File: src/include/prtw_cfg.svh
// Constants of the pressure/temperature window and extreme register bank.
// Assumes an 8-bit register space reached over a two-wire serial port.
//
// Notes on behaviour
// - Pressure window is unsigned 16 bits, metres/2Pa.
// - Temperature window is unsigned 8-bit whole degrees.
// - Pressure minimum kept, three host read/write bytes.
// - Pressure maximum kept, three host read/write bytes.
// - Height mode extremes: signed, four fraction bits.
// - Pressure mode extremes: unsigned, two fraction bits.
// - Temperature minimum and maximum, two bytes each.
// - Temperature extremes signed, four fraction bits.
// - Extremes zero at reset; host clears writing zero.
// - Mode bit zero pressure, one height.
// - Run bit one active, zero standby.
// - One-shot starts measurement; standby clears it after.
`ifndef PRTW_CFG_SVH
`define PRTW_CFG_SVH

// Register offsets
`define PRTW_ADDR_PWND_HI 8'h19
`define PRTW_ADDR_PWND_LO 8'h1a
`define PRTW_ADDR_TWND 8'h1b
`define PRTW_ADDR_PMIN_H 8'h1c
`define PRTW_ADDR_PMIN_M 8'h1d
`define PRTW_ADDR_PMIN_L 8'h1e
`define PRTW_ADDR_TMIN_H 8'h1f
`define PRTW_ADDR_TMIN_L 8'h20
`define PRTW_ADDR_PMAX_H 8'h21
`define PRTW_ADDR_PMAX_M 8'h22
`define PRTW_ADDR_PMAX_L 8'h23
`define PRTW_ADDR_TMAX_H 8'h24
`define PRTW_ADDR_TMAX_L 8'h25
`define PRTW_ADDR_CTRL 8'h26

// Control register fields
`define PRTW_CTRL_HEIGHT 7
`define PRTW_CTRL_OVS_HI 5
`define PRTW_CTRL_OVS_LO 3
`define PRTW_CTRL_RST 2
`define PRTW_CTRL_SHOT 1
`define PRTW_CTRL_RUN 0

// Reset values and bus constants
`define PRTW_REG_RESET 8'h00
`define PRTW_I2C_DEV_ADDR 7'h2a
`define PRTW_PRESS_W 20
`define PRTW_TEMP_W 12
`define PRTW_BITS_PER_BYTE 4'h8

`endif

File: src/include/prtw_pkg.sv
// Types shared by the register bank modules.
// Assumes nothing of its surroundings.
`default_nettype none
package prtw_pkg;

	typedef logic [7:0] prtw_byte_t;

	// Serial port slave states
	typedef enum logic [3:0] {
		PRTW_IDLE = 4'b0000,
		PRTW_ADDR = 4'b0001,
		PRTW_AACK = 4'b0010,
		PRTW_REG = 4'b0011,
		PRTW_RACK = 4'b0100,
		PRTW_WR = 4'b0101,
		PRTW_WACK = 4'b0110,
		PRTW_RD = 4'b0111,
		PRTW_RDACK = 4'b1000
	} prtw_i2c_state_t;

endpackage
`default_nettype wire

File: src/include/prtw_cap_if.sv
// Link between the register bank and one extreme capture slice.
// Assumes the bank drives samples and host writes, the slice the value.
`timescale 1ns/100ps
`default_nettype none
interface prtw_cap_if #(parameter int W = 20);
	logic clr;
	logic smp_vld;
	logic [W-1:0] smp;
	logic signed_cmp;
	logic wr_en;
	logic [1:0] wr_idx;
	logic [7:0] wr_data;
	logic [W-1:0] value;

	modport cap (
		input clr, smp_vld, smp, signed_cmp, wr_en, wr_idx, wr_data,
		output value
	);
	modport ctl (
		output clr, smp_vld, smp, signed_cmp, wr_en, wr_idx, wr_data,
		input value
	);
endinterface
`default_nettype wire

File: src/rtl/prtw_extreme.sv
// One captured extreme (minimum or maximum) with byte-wise host access.
// Assumes byte index 0 is the most significant byte, value left aligned.
`timescale 1ns/100ps
`default_nettype none
module prtw_extreme #(
	parameter int W = 20,
	parameter bit IS_MAX = 1'b0
) (
	input wire logic mclk_i,
	input wire logic rst_n_i,
	prtw_cap_if.cap c
);

	localparam int NB = (W + 7) / 8;
	localparam int PW = NB * 8;

	logic [W-1:0] val_reg;
	logic [W-1:0] wr_next;
	logic [PW-1:0] pad;
	logic better;

	////////////////////////////////////////////////////////////////////////
	// Host byte write; unused low bits of the last byte fall away
	always_comb begin
		pad = {val_reg, {(PW-W){1'b0}}};
		for (int i = 0; i < NB; i++) begin
			if (c.wr_idx == 2'(i)) begin
				pad[PW-1-8*i -: 8] = c.wr_data;
			end
		end
		wr_next = pad[PW-1 -: W];
	end

	// Signed compare when signed_cmp is set (height mode, or always for temperature), else unsigned
	always_comb begin
		if (c.signed_cmp) begin
			better = IS_MAX ? ($signed(c.smp) > $signed(val_reg)) :
				($signed(c.smp) < $signed(val_reg));
		end else begin
			better = IS_MAX ? (c.smp > val_reg) : (c.smp < val_reg);
		end
	end

	////////////////////////////////////////////////////////////////////////
	// Cleared slot takes the first result, so a zeroed minimum still tracks
	always_ff @(posedge mclk_i or negedge rst_n_i) begin
		if (!rst_n_i) begin
			val_reg <= '0;
		end else if (c.clr) begin
			val_reg <= '0;
		end else if (c.wr_en) begin
			val_reg <= wr_next;
		end else if (c.smp_vld && (better || val_reg == '0)) begin
			val_reg <= c.smp;
		end
	end

	assign c.value = val_reg;

endmodule // prtw_extreme
`default_nettype wire

File: src/rtl/prtw_regs.sv
// Window, extreme and primary control registers behind a two-wire port.
// Assumes the measurement engine pulses meas_valid_i with both results,
// and that SCL/SDA arrive already synchronous to mclk_i.
`timescale 1ns/100ps
`default_nettype none
`include "prtw_cfg.svh"
module prtw_regs #(
	parameter int PRESS_W = `PRTW_PRESS_W,
	parameter int TEMP_W = `PRTW_TEMP_W,
	// Bus address; value arbitrary
	parameter logic [6:0] DEV_ADDR = `PRTW_I2C_DEV_ADDR
) (
	input wire logic mclk_i,
	input wire logic rst_n_i,
	input wire logic scl_i,
	input wire logic sda_i,
	output logic sda_o,
	output logic sda_oe_o,
	input wire logic meas_valid_i,
	input wire logic [PRESS_W-1:0] press_res_i,
	input wire logic [TEMP_W-1:0] temp_res_i,
	output logic meas_start_o,
	output logic run_o,
	output logic awake_o,
	output logic height_mode_o,
	output logic [2:0] oversample_o,
	output logic [15:0] press_window_o,
	output logic [7:0] temp_window_o,
	output logic soft_reset_o
);

	////////////////////////////////////////////////////////////////////////
	// Declarations
	logic scl_q;
	logic sda_q;
	logic scl_rise;
	logic scl_fall;
	logic start_cond;
	logic stop_cond;
	prtw_pkg::prtw_i2c_state_t st_reg;
	logic [3:0] cnt_reg;
	prtw_pkg::prtw_byte_t shift_reg;
	prtw_pkg::prtw_byte_t ptr_reg;
	prtw_pkg::prtw_byte_t rd_byte;
	logic rw_reg;
	logic mack_reg;
	logic oe_reg;
	logic wr_pls_reg;
	prtw_pkg::prtw_byte_t wr_addr_reg;
	prtw_pkg::prtw_byte_t wr_data_reg;
	logic [15:0] pwnd_reg;
	prtw_pkg::prtw_byte_t twnd_reg;
	logic height_reg;
	logic [2:0] ovs_reg;
	logic shot_reg;
	logic run_reg;
	logic srst_reg;
	logic start_reg;
	logic ctrl_wr;
	logic [23:0] pmin_pad;
	logic [23:0] pmax_pad;
	logic [15:0] tmin_pad;
	logic [15:0] tmax_pad;

	prtw_cap_if #(.W(PRESS_W)) pmin_if ();
	prtw_cap_if #(.W(PRESS_W)) pmax_if ();
	prtw_cap_if #(.W(TEMP_W)) tmin_if ();
	prtw_cap_if #(.W(TEMP_W)) tmax_if ();

	////////////////////////////////////////////////////////////////////////
	// Line sampling and bus condition detection
	always_ff @(posedge mclk_i or negedge rst_n_i) begin
		if (!rst_n_i) begin
			scl_q <= 1'b1;
			sda_q <= 1'b1;
		end else begin
			scl_q <= scl_i;
			sda_q <= sda_i;
		end
	end

	// Data may only change while SCL is low, so a change with SCL high frames
	assign scl_rise = scl_i & ~scl_q;
	assign scl_fall = ~scl_i & scl_q;
	assign start_cond = scl_i & scl_q & sda_q & ~sda_i;
	assign stop_cond = scl_i & scl_q & ~sda_q & sda_i;

	////////////////////////////////////////////////////////////////////////
	// Read data selection by register pointer
	assign pmin_pad = {pmin_if.value, {(24-PRESS_W){1'b0}}};
	assign pmax_pad = {pmax_if.value, {(24-PRESS_W){1'b0}}};
	assign tmin_pad = {tmin_if.value, {(16-TEMP_W){1'b0}}};
	assign tmax_pad = {tmax_if.value, {(16-TEMP_W){1'b0}}};

	always_comb begin
		if (ptr_reg == `PRTW_ADDR_PWND_HI) begin
			rd_byte = pwnd_reg[15:8];
		end else if (ptr_reg == `PRTW_ADDR_PWND_LO) begin
			rd_byte = pwnd_reg[7:0];
		end else if (ptr_reg == `PRTW_ADDR_TWND) begin
			rd_byte = twnd_reg;
		end else if (ptr_reg == `PRTW_ADDR_PMIN_H) begin
			rd_byte = pmin_pad[23:16];
		end else if (ptr_reg == `PRTW_ADDR_PMIN_M) begin
			rd_byte = pmin_pad[15:8];
		end else if (ptr_reg == `PRTW_ADDR_PMIN_L) begin
			rd_byte = pmin_pad[7:0];
		end else if (ptr_reg == `PRTW_ADDR_TMIN_H) begin
			rd_byte = tmin_pad[15:8];
		end else if (ptr_reg == `PRTW_ADDR_TMIN_L) begin
			rd_byte = tmin_pad[7:0];
		end else if (ptr_reg == `PRTW_ADDR_PMAX_H) begin
			rd_byte = pmax_pad[23:16];
		end else if (ptr_reg == `PRTW_ADDR_PMAX_M) begin
			rd_byte = pmax_pad[15:8];
		end else if (ptr_reg == `PRTW_ADDR_PMAX_L) begin
			rd_byte = pmax_pad[7:0];
		end else if (ptr_reg == `PRTW_ADDR_TMAX_H) begin
			rd_byte = tmax_pad[15:8];
		end else if (ptr_reg == `PRTW_ADDR_TMAX_L) begin
			rd_byte = tmax_pad[7:0];
		end else if (ptr_reg == `PRTW_ADDR_CTRL) begin
			// Reset bit and bit 6 always read back as zero
			rd_byte = {height_reg, 1'b0, ovs_reg, 1'b0, shot_reg, run_reg};
		end else begin
			rd_byte = 8'h00; // Unmapped reads zero
		end
	end

	////////////////////////////////////////////////////////////////////////
	// Serial slave: samples on SCL rise, drives SDA after SCL fall.
	// Pointer auto-increments, so bursts walk through the map in order.
	always_ff @(posedge mclk_i or negedge rst_n_i) begin
		if (!rst_n_i) begin
			st_reg <= prtw_pkg::PRTW_IDLE;
			cnt_reg <= 4'h0;
			shift_reg <= 8'h00;
			ptr_reg <= 8'h00;
			rw_reg <= 1'b0;
			mack_reg <= 1'b0;
			oe_reg <= 1'b0;
			wr_pls_reg <= 1'b0;
			wr_addr_reg <= 8'h00;
			wr_data_reg <= 8'h00;
		end else begin
			wr_pls_reg <= 1'b0;
			if (srst_reg) begin
				// Soft reset also drops the bus to avoid corrupt transfers
				st_reg <= prtw_pkg::PRTW_IDLE;
				cnt_reg <= 4'h0;
				ptr_reg <= 8'h00;
				oe_reg <= 1'b0;
			end else if (stop_cond) begin
				st_reg <= prtw_pkg::PRTW_IDLE;
				oe_reg <= 1'b0;
			end else if (start_cond) begin
				st_reg <= prtw_pkg::PRTW_ADDR;
				cnt_reg <= 4'h0;
				oe_reg <= 1'b0;
			end else if (scl_rise) begin
				case (st_reg)
					prtw_pkg::PRTW_ADDR, prtw_pkg::PRTW_REG, prtw_pkg::PRTW_WR: begin
						shift_reg <= {shift_reg[6:0], sda_i};
						cnt_reg <= cnt_reg + 4'h1;
					end
					prtw_pkg::PRTW_RD: begin
						cnt_reg <= cnt_reg + 4'h1;
					end
					prtw_pkg::PRTW_RDACK: begin
						mack_reg <= ~sda_i;
					end
					default: begin
					end
				endcase
			end else if (scl_fall) begin
				case (st_reg)
					prtw_pkg::PRTW_ADDR: begin
						if (cnt_reg == `PRTW_BITS_PER_BYTE) begin
							if (shift_reg[7:1] == DEV_ADDR) begin
								rw_reg <= shift_reg[0];
								oe_reg <= 1'b1;
								st_reg <= prtw_pkg::PRTW_AACK;
							end else begin
								st_reg <= prtw_pkg::PRTW_IDLE;
							end
						end
					end
					prtw_pkg::PRTW_AACK: begin
						cnt_reg <= 4'h0;
						if (rw_reg) begin
							shift_reg <= rd_byte;
							oe_reg <= ~rd_byte[7];
							st_reg <= prtw_pkg::PRTW_RD;
						end else begin
							oe_reg <= 1'b0;
							st_reg <= prtw_pkg::PRTW_REG;
						end
					end
					prtw_pkg::PRTW_REG: begin
						if (cnt_reg == `PRTW_BITS_PER_BYTE) begin
							ptr_reg <= shift_reg;
							oe_reg <= 1'b1;
							st_reg <= prtw_pkg::PRTW_RACK;
						end
					end
					prtw_pkg::PRTW_RACK, prtw_pkg::PRTW_WACK: begin
						cnt_reg <= 4'h0;
						oe_reg <= 1'b0;
						st_reg <= prtw_pkg::PRTW_WR;
					end
					prtw_pkg::PRTW_WR: begin
						if (cnt_reg == `PRTW_BITS_PER_BYTE) begin
							wr_pls_reg <= 1'b1;
							wr_addr_reg <= ptr_reg;
							wr_data_reg <= shift_reg;
							ptr_reg <= ptr_reg + 8'h01;
							oe_reg <= 1'b1;
							st_reg <= prtw_pkg::PRTW_WACK;
						end
					end
					prtw_pkg::PRTW_RD: begin
						if (cnt_reg == `PRTW_BITS_PER_BYTE) begin
							oe_reg <= 1'b0;
							ptr_reg <= ptr_reg + 8'h01;
							st_reg <= prtw_pkg::PRTW_RDACK;
						end else begin
							oe_reg <= ~shift_reg[6];
							shift_reg <= {shift_reg[6:0], 1'b0};
						end
					end
					prtw_pkg::PRTW_RDACK: begin
						cnt_reg <= 4'h0;
						if (mack_reg) begin
							shift_reg <= rd_byte;
							oe_reg <= ~rd_byte[7];
							st_reg <= prtw_pkg::PRTW_RD;
						end else begin
							st_reg <= prtw_pkg::PRTW_IDLE;
						end
					end
					default: begin
					end
				endcase
			end
		end
	end

	// Open-drain: only ever pull low
	assign sda_o = 1'b0;
	assign sda_oe_o = oe_reg;

	////////////////////////////////////////////////////////////////////////
	// Alarm window values
	always_ff @(posedge mclk_i or negedge rst_n_i) begin
		if (!rst_n_i) begin
			pwnd_reg <= 16'h0000;
			twnd_reg <= `PRTW_REG_RESET;
		end else if (srst_reg) begin
			pwnd_reg <= 16'h0000;
			twnd_reg <= `PRTW_REG_RESET;
		end else if (wr_pls_reg) begin
			if (wr_addr_reg == `PRTW_ADDR_PWND_HI) begin
				pwnd_reg[15:8] <= wr_data_reg;
			end else if (wr_addr_reg == `PRTW_ADDR_PWND_LO) begin
				pwnd_reg[7:0] <= wr_data_reg;
			end else if (wr_addr_reg == `PRTW_ADDR_TWND) begin
				twnd_reg <= wr_data_reg;
			end
		end
	end

	////////////////////////////////////////////////////////////////////////
	// Primary control; a reset request overrides the other fields
	assign ctrl_wr = wr_pls_reg && (wr_addr_reg == `PRTW_ADDR_CTRL) &&
		!wr_data_reg[`PRTW_CTRL_RST];

	always_ff @(posedge mclk_i or negedge rst_n_i) begin
		if (!rst_n_i) begin
			height_reg <= 1'b0;
			ovs_reg <= 3'h0;
			run_reg <= 1'b0;
		end else if (srst_reg) begin
			height_reg <= 1'b0;
			ovs_reg <= 3'h0;
			run_reg <= 1'b0;
		end else if (ctrl_wr) begin
			height_reg <= wr_data_reg[`PRTW_CTRL_HEIGHT];
			ovs_reg <= wr_data_reg[`PRTW_CTRL_OVS_HI:`PRTW_CTRL_OVS_LO];
			run_reg <= wr_data_reg[`PRTW_CTRL_RUN];
		end
	end

	// One-shot: self-clears only in standby; a host set wins over the clear
	always_ff @(posedge mclk_i or negedge rst_n_i) begin
		if (!rst_n_i) begin
			shot_reg <= 1'b0;
			start_reg <= 1'b0;
		end else if (srst_reg) begin
			shot_reg <= 1'b0;
			start_reg <= 1'b0;
		end else begin
			start_reg <= ctrl_wr && wr_data_reg[`PRTW_CTRL_SHOT] && !shot_reg;
			if (ctrl_wr) begin
				shot_reg <= wr_data_reg[`PRTW_CTRL_SHOT];
			end else if (shot_reg && !run_reg && meas_valid_i) begin
				shot_reg <= 1'b0;
			end
		end
	end

	// Software reset pulse; reads of the bit always return zero
	always_ff @(posedge mclk_i or negedge rst_n_i) begin
		if (!rst_n_i) begin
			srst_reg <= 1'b0;
		end else begin
			srst_reg <= wr_pls_reg && (wr_addr_reg == `PRTW_ADDR_CTRL) &&
				wr_data_reg[`PRTW_CTRL_RST];
		end
	end

	assign meas_start_o = start_reg;
	assign run_o = run_reg;
	assign awake_o = run_reg | shot_reg;
	assign height_mode_o = height_reg;
	assign oversample_o = ovs_reg;
	assign press_window_o = pwnd_reg;
	assign temp_window_o = twnd_reg;
	assign soft_reset_o = srst_reg;

	////////////////////////////////////////////////////////////////////////
	// Extreme capture slices; host write beats a same-cycle capture
	assign pmin_if.clr = srst_reg;
	assign pmin_if.smp_vld = meas_valid_i;
	assign pmin_if.smp = press_res_i;
	assign pmin_if.signed_cmp = height_reg;
	assign pmin_if.wr_en = wr_pls_reg && (wr_addr_reg >= `PRTW_ADDR_PMIN_H) &&
		(wr_addr_reg <= `PRTW_ADDR_PMIN_L);
	assign pmin_if.wr_idx = 2'(wr_addr_reg - `PRTW_ADDR_PMIN_H);
	assign pmin_if.wr_data = wr_data_reg;

	assign pmax_if.clr = srst_reg;
	assign pmax_if.smp_vld = meas_valid_i;
	assign pmax_if.smp = press_res_i;
	assign pmax_if.signed_cmp = height_reg;
	assign pmax_if.wr_en = wr_pls_reg && (wr_addr_reg >= `PRTW_ADDR_PMAX_H) &&
		(wr_addr_reg <= `PRTW_ADDR_PMAX_L);
	assign pmax_if.wr_idx = 2'(wr_addr_reg - `PRTW_ADDR_PMAX_H);
	assign pmax_if.wr_data = wr_data_reg;

	// Temperature is always signed, whatever the mode
	assign tmin_if.clr = srst_reg;
	assign tmin_if.smp_vld = meas_valid_i;
	assign tmin_if.smp = temp_res_i;
	assign tmin_if.signed_cmp = 1'b1;
	assign tmin_if.wr_en = wr_pls_reg && (wr_addr_reg >= `PRTW_ADDR_TMIN_H) &&
		(wr_addr_reg <= `PRTW_ADDR_TMIN_L);
	assign tmin_if.wr_idx = 2'(wr_addr_reg - `PRTW_ADDR_TMIN_H);
	assign tmin_if.wr_data = wr_data_reg;

	assign tmax_if.clr = srst_reg;
	assign tmax_if.smp_vld = meas_valid_i;
	assign tmax_if.smp = temp_res_i;
	assign tmax_if.signed_cmp = 1'b1;
	assign tmax_if.wr_en = wr_pls_reg && (wr_addr_reg >= `PRTW_ADDR_TMAX_H) &&
		(wr_addr_reg <= `PRTW_ADDR_TMAX_L);
	assign tmax_if.wr_idx = 2'(wr_addr_reg - `PRTW_ADDR_TMAX_H);
	assign tmax_if.wr_data = wr_data_reg;

	prtw_extreme #(.W(PRESS_W), .IS_MAX(1'b0)) u_pmin (
		.mclk_i(mclk_i),
		.rst_n_i(rst_n_i),
		.c(pmin_if.cap)
	);

	prtw_extreme #(.W(PRESS_W), .IS_MAX(1'b1)) u_pmax (
		.mclk_i(mclk_i),
		.rst_n_i(rst_n_i),
		.c(pmax_if.cap)
	);

	prtw_extreme #(.W(TEMP_W), .IS_MAX(1'b0)) u_tmin (
		.mclk_i(mclk_i),
		.rst_n_i(rst_n_i),
		.c(tmin_if.cap)
	);

	prtw_extreme #(.W(TEMP_W), .IS_MAX(1'b1)) u_tmax (
		.mclk_i(mclk_i),
		.rst_n_i(rst_n_i),
		.c(tmax_if.cap)
	);

endmodule // prtw_regs
`default_nettype wire

File: config.mk
export PLATFORM = sky130hd
export DESIGN_NAME = prtw_regs
export DESIGN_NICKNAME = d
export VERILOG_FILES = /design/src/include/prtw_pkg.sv /design/src/include/prtw_cap_if.sv /design/src/rtl/prtw_extreme.sv /design/src/rtl/prtw_regs.sv
export VERILOG_INCLUDE_DIRS = /design/src /design/src/include
export SDC_FILE = /design/constraint.sdc
export NUM_CORES = 1
export LEC_CHECK = 0
export BUFFER_PORTS_ARGS = -buffer_cell sky130_fd_sc_hd__clkbuf_2
export CORE_MARGIN = 2
export CORE_UTILIZATION = 60
export DETAILED_ROUTE_END_ITERATION = 16
export PLACE_DENSITY = 0.77
export REMOVE_ABC_BUFFERS = 1
export SYNTH_ARGS = -nofsm -noshare
export SYNTH_HDL_FRONTEND = slang
export SYNTH_SLANG_ARGS = --single-unit
File: constraint.sdc
create_clock -name mclk_i -period 3.1 [get_ports mclk_i]
set_input_delay 0.155 -clock mclk_i [delete_from_list [all_inputs] [get_ports mclk_i]]
set_output_delay 0.155 -clock mclk_i [all_outputs]
set_load 0.005 [all_outputs]
# Yosys cells after proc, flatten, opt, wreduce, memory -nomap -nowiden
# Index checks and enable logic that the tools add are counted.
# word_totals
reg_bits	142
in_bits	37
output_inout_bits	34
word_cells	325
# op_classes
addsub	6
order_cmp	14
eq_ne	64
n_mux	112
bitwise	18
reduce_logical	80
# ops
op	count
$mux 8	45
$mux 20	6
$eq 8x5->1 const B	10
$mux 12	6
$eq 8x6->1 const B	8
$mux 4	16
$gt 20x20->1	2
$logic_not 20->1	2
$lt 20x20->1	2
$mux 16	2
$ne 3x2->1 const B	10
$ne 5x5->1 const B	6
$mux 1	28
$pmux 4 s7	1
$reduce_and 7->1	4
$le 8x6->1 const B	3
$logic_not 12->1	2
$pmux 8 s3	1
$reduce_and 2->1	11
$logic_and 1x1->1	19
$reduce_bool 3->1	6
$eq 4x3->1 const B	4
$ge 8x5->1 const B	2
$ge 8x6->1 const B	2
42 further kinds	96

# Logic depth before layout (Yosys ltp)
# logic_depth
depth_word	23
ltp_mapped	11
depth_no_buf	9

# Modules after synthesis
# Synthesis repeated with hierarchy kept, for this count alone.
# unflattened
hier_cells	1309
hier_area_um2	11024.3
# modules_own_cells
mod	n_inst	cells_per_inst	area_each_um2	seq_area_each_um2
prtw_regs	1	628	5310.1	1954.4
prtw_extreme (u_pmin)	1	210	1779.2	500.5
prtw_extreme (u_pmax)	1	190	1659.1	500.5
prtw_extreme (u_tmin)	1	161	1221.2	300.3
prtw_extreme (u_tmax)	1	120	1054.8	300.3

# Least setup slack after synthesis
# OpenSTA, ideal clock, no wires.
# synth_path
path_type	reg2reg
start	reg u_pmin.val_reg[19], in the netlist u_pmin.c.value[19]
end	reg u_pmin.val_reg[12], in the netlist u_pmin.c.value[12]
setup_ns	0.125
t_arrival_ns	2.422
t_required_ns	2.975
slack_ns	0.553
stages_incl_launch_ff	9
period_less_slack_ns	2.547
path_cell_list	dfrtp_1 -> inv_1 -> ha_1 -> nand4_1 -> or4b_2 -> a31oi_1 -> o41ai_1 -> a21oi_2 -> mux2_2
# synth_via
elab_chain_len	6
elab_cells_between_ends	8
classes_between	2 x order compare; 1 x mux; 5 x reduce/logical
# synth_rtl
element	line	source
from (decl)	prtw_extreme.sv:17	logic [W-1:0] val_reg;
from (signal assigned)	prtw_extreme.sv:52	val_reg <= wr_next;
from (signal assigned)	prtw_extreme.sv:54	val_reg <= c.smp;
$lt 20x20->1 (on tied branches)	prtw_extreme.sv:40, prtw_extreme.sv:38	
$mux 1	prtw_extreme.sv:36	if (c.signed_cmp) begin
$logic_or 1x1->1 *	prtw_extreme.sv:53	end else if (c.smp_vld && (better || val_reg == '0)) begin
$logic_and 1x1->1 *	prtw_extreme.sv:53	
$reduce_bool 3->1 (no line) *	-	
$reduce_and 2->1 (no line) *	-	
# Mark *: on every way between the ends. The rest lies on a longest branch, timed or not.
# A chain may end at the register's enable or synchronous reset.

# Final worst setup path
# layout_path
start	reg u_pmin.val_reg[19], in the netlist u_pmin.c.value[19]
end	reg u_pmin.val_reg[17], in the netlist u_pmin.c.value[17]
# Same word-level chain as after synthesis.

==> results.yml <==
grt:
  overflow: 0
  antenna_found_initial: 0
  grt_max_degree: 65
  grt_pass1_wl_mm: 53.54
  grt_pass1_vias: 9626
  grt_use_total_pct: 37.69
cts:
  clock_path_buffers: 2
  cts_tree: "done"
  insertion_delay_ns: 0.44
  cts.sinks: 142
  path_clk_slew_ns: 0.06
  cts_setup_buffers: 0
  htreeDepth: 4
  cts_made_buffers: 17
  cts-root-buf: "clkbuf_16"
timing:
  worst_slack_ns: 0.1349
  hold_viol_final: 0
  rsz0062_at_grt: "no"
  tns_ns: 0
  period_share_pct: 95.65
  skew_ns: 0.01098
  fmax_ghz: 0.3373
  post-route-min-period_ns: 2.965
  tightest_slew_ns: 0.8728
  slew_headroom_pct: 41.82
  setup_viol: 0
  maxSlewViolCount: 0
detailed_routing:
  viasPerCell: 6.795
  num_vias: 10450
  wirelength_mm: 34.13
  drc_errors: 0
  dr.first_iter.drc_count: 1284
  ant_nets: 0
  drt_pass1_iterations: 6
  wl_per_cell_um: 22.19
pwr:
  finalPower_uw: 7402
  peakVddDrop_mv: 0.4125
  power.leakage_uw: 0.005426
  power_density_nw_per_um2: 636.8
worst_setup_path:
  start_kind: "register"
  critPathMaxFanout: 8
  cp_num_buf_inv: 1
  crit_arrival_ns: 3.29
  critical-path-slowest-cell: "or4b_2"
  timing_worst_setup_path_type: "reg2reg"
  max_stage_delay_ns: 0.70
  crit_family: "simple AND/OR/NAND/NOR gates"
  required_ns: 3.42
  crit_chain: "inv_1 > ha_1 > nand4_1 > or4b_2 > a31oi_1 > o41ai_1 > a21oi_2 > mux2_2"
  cp-end-kind: "register"
die:
  coreArea_um2: 17180
  die_w_um: 136.1
  io_pins: 71
  die_h_um: 136.1
  dieArea_um2: 18520
  fp-row-count: 48
  start_util_pct: 60.96
synth:
  ys_ff_latch: 142
  synthCells: 1253
  synth_area_um2: 10470
  synth.avg_cell_area_um2: 8.357
  synthFlopType: "dfrtp_1"
  synth_edf_count: 0
  ys_seq_area_share_pct: 33.96
  ys.warnings.count: 0
  ys_types: 84
  synth-async-reset-ratio_pct: 100.0
layout:
  final_net_count: 1408
  area_delta_synth_final_pct: 11.00
  num_antenna_cells: 0
  layout_commonest_cell: "nand2_1"
  mostFrequentLayoutCells: "nand2_1 (187), dfrtp_1 (139), a21oi_1 (113), inv_1 (87), ha_1 (71)"
  fin_cells: 1538
  final_cell_area_um2: 11620
  final_layout_size_suffix_gt1_share_pct: 17.59
place:
  place_hpwl_mm: 24.67
  dpl_cell_area_um2: 11030
  gp_congestion: 0.9570
  numPlacedInstances: 1503
  pre_cts_ws_ns: 0.2096
  portBuffers: 69
status:
  status: "finished, final reports clean"
run:
  drv_cap: 0
worst_hold_path:
  hp-class: "in2reg"
[area by class of cell]
class | count | area, um2
fill | 1444 | 5553
multi-input combinational | 941 | 6201
sequential | 142 | 3557
inverter | 88 | 330.3
clock inverter | 14 | 122.6
clock buffer | 18 | 439.2
tap | 225 | 281.5
timing repair buffer | 110 | 691.9
[cells by family (layout without fill, tap and decap cells)]
logic type                 after synthesis  in the layout  share of synthesized area [%]
AOI/OAI and AO/OA                      356            356                          22.38
xor gates and xnor gates                 2              2                         0.1673
adders and majority gates               71             71                          8.484
buffers and inverters                  170            230                          6.930
DFF                                    142            142                          33.96
muxes                                   70             70                          7.289
other                                    1              1                        0.03581
and+or+nand+nor                        441            441                          20.76
[metal layers]
layer / GRT usage (%) / wire length (um) / up-vias
li1: - / - / 4654
met1: 50.38 / 13750 / 5001
met2: 57.43 / 14980 / 663
met3: 8.688 / 3687 / 132
met4: 18.98 / 1710 / 0
met5: 0 / 0 / -
[final timing paths]
path	start	endpoint	slack, ns	cells after the start
setup / recovery	u_pmin.c.value[19]$_DFFE_PN0P_	u_pmin.c.value[17]$_DFFE_PN0P_	0.13	8
hold / removal	press_res_i[2]	u_pmax.c.value[2]$_DFFE_PN0P_	0.10	3
setup reg to reg	u_pmin.c.value[19]$_DFFE_PN0P_	u_pmin.c.value[17]$_DFFE_PN0P_	0.13	8
hold reg to reg	cnt_reg[3]$_DFFE_PN0P_	cnt_reg[3]$_DFFE_PN0P_	0.51	1
max in group asynchronous	rst_n_i	u_pmax.c.value[14]$_DFFE_PN0P_	1.99	3
min in group asynchronous	rst_n_i	u_pmax.c.value[5]$_DFFE_PN0P_	0.27	2
[worst register-to-register path, stage by stage (launching register included)]
cell and delay (ns):
dfrtp_1 0.42, inv_1 0.06, ha_1 0.36, nand4_1 0.15
or4b_2 0.70, a31oi_1 0.16, o41ai_1 0.14, a21oi_2 0.45
mux2_2 0.40
[stage by stage]
step | hold slack [ns] | utilization, %
floorplan | -0.1406 | -
finish | 0.1026 | 67.67
global placement | 0.2049 | 64.20
detailed placement | 0.1897 | 64.20
CTS | 0.09480 | 67.64
global route | 0.1169 | 67.67
[report_power, final]
| group | switching (uW) | total [uW] | internal, uW |
|---|---|---|---|
| combinational | 1320 | 2470 | 1140 |
| clock | 914 | 1990 | 1070 |
| sequential | 665 | 2950 | 2280 |
[what timing repair did]
| action | CTS | global route |
|---|---|---|
| gates resized for setup | 0 | 1 |
| hold buffers | 3 | 0 |
| setup endpoints to repair | 0 | 13 |
| hold endpoints to repair | 64 | 0 |
[Yosys cell counts, types with 6 or more instances]
cell / n / share of area, %
or2_2: 12 / 0.72
a22o_1: 8 / 0.67
nor4_1: 24 / 1.4
and3_1: 11 / 0.66
nand3_1: 33 / 1.6
mux2_2: 46 / 4.9
o2bb2ai_1: 18 / 1.5
clkbuf_1: 59 / 2.1
nand2_1: 187 / 6.7
mux2i_1: 23 / 2.2
buf_2: 7 / 0.33
a22oi_1: 8 / 0.57
ha_1: 71 / 8.5
o22ai_1: 27 / 1.6
inv_1: 87 / 3.1
o21ai_0: 49 / 2.3
o31ai_1: 10 / 0.72
nor2b_1: 16 / 0.96
nor3_1: 23 / 1.1
nand4_1: 10 / 0.60
a21oi_1: 113 / 5.4
dfrtp_1: 140 / 33
or3_1: 9 / 0.54
a221oi_1: 13 / 1.1
a31oi_1: 27 / 1.6
nand3b_1: 9 / 0.65
a211oi_1: 7 / 0.50
nand2b_1: 11 / 0.66
a21o_1: 15 / 1.1
nor2_1: 66 / 2.4
o221ai_1: 7 / 0.59
and2_1: 6 / 0.36
(Power assumes the default switching activity.)
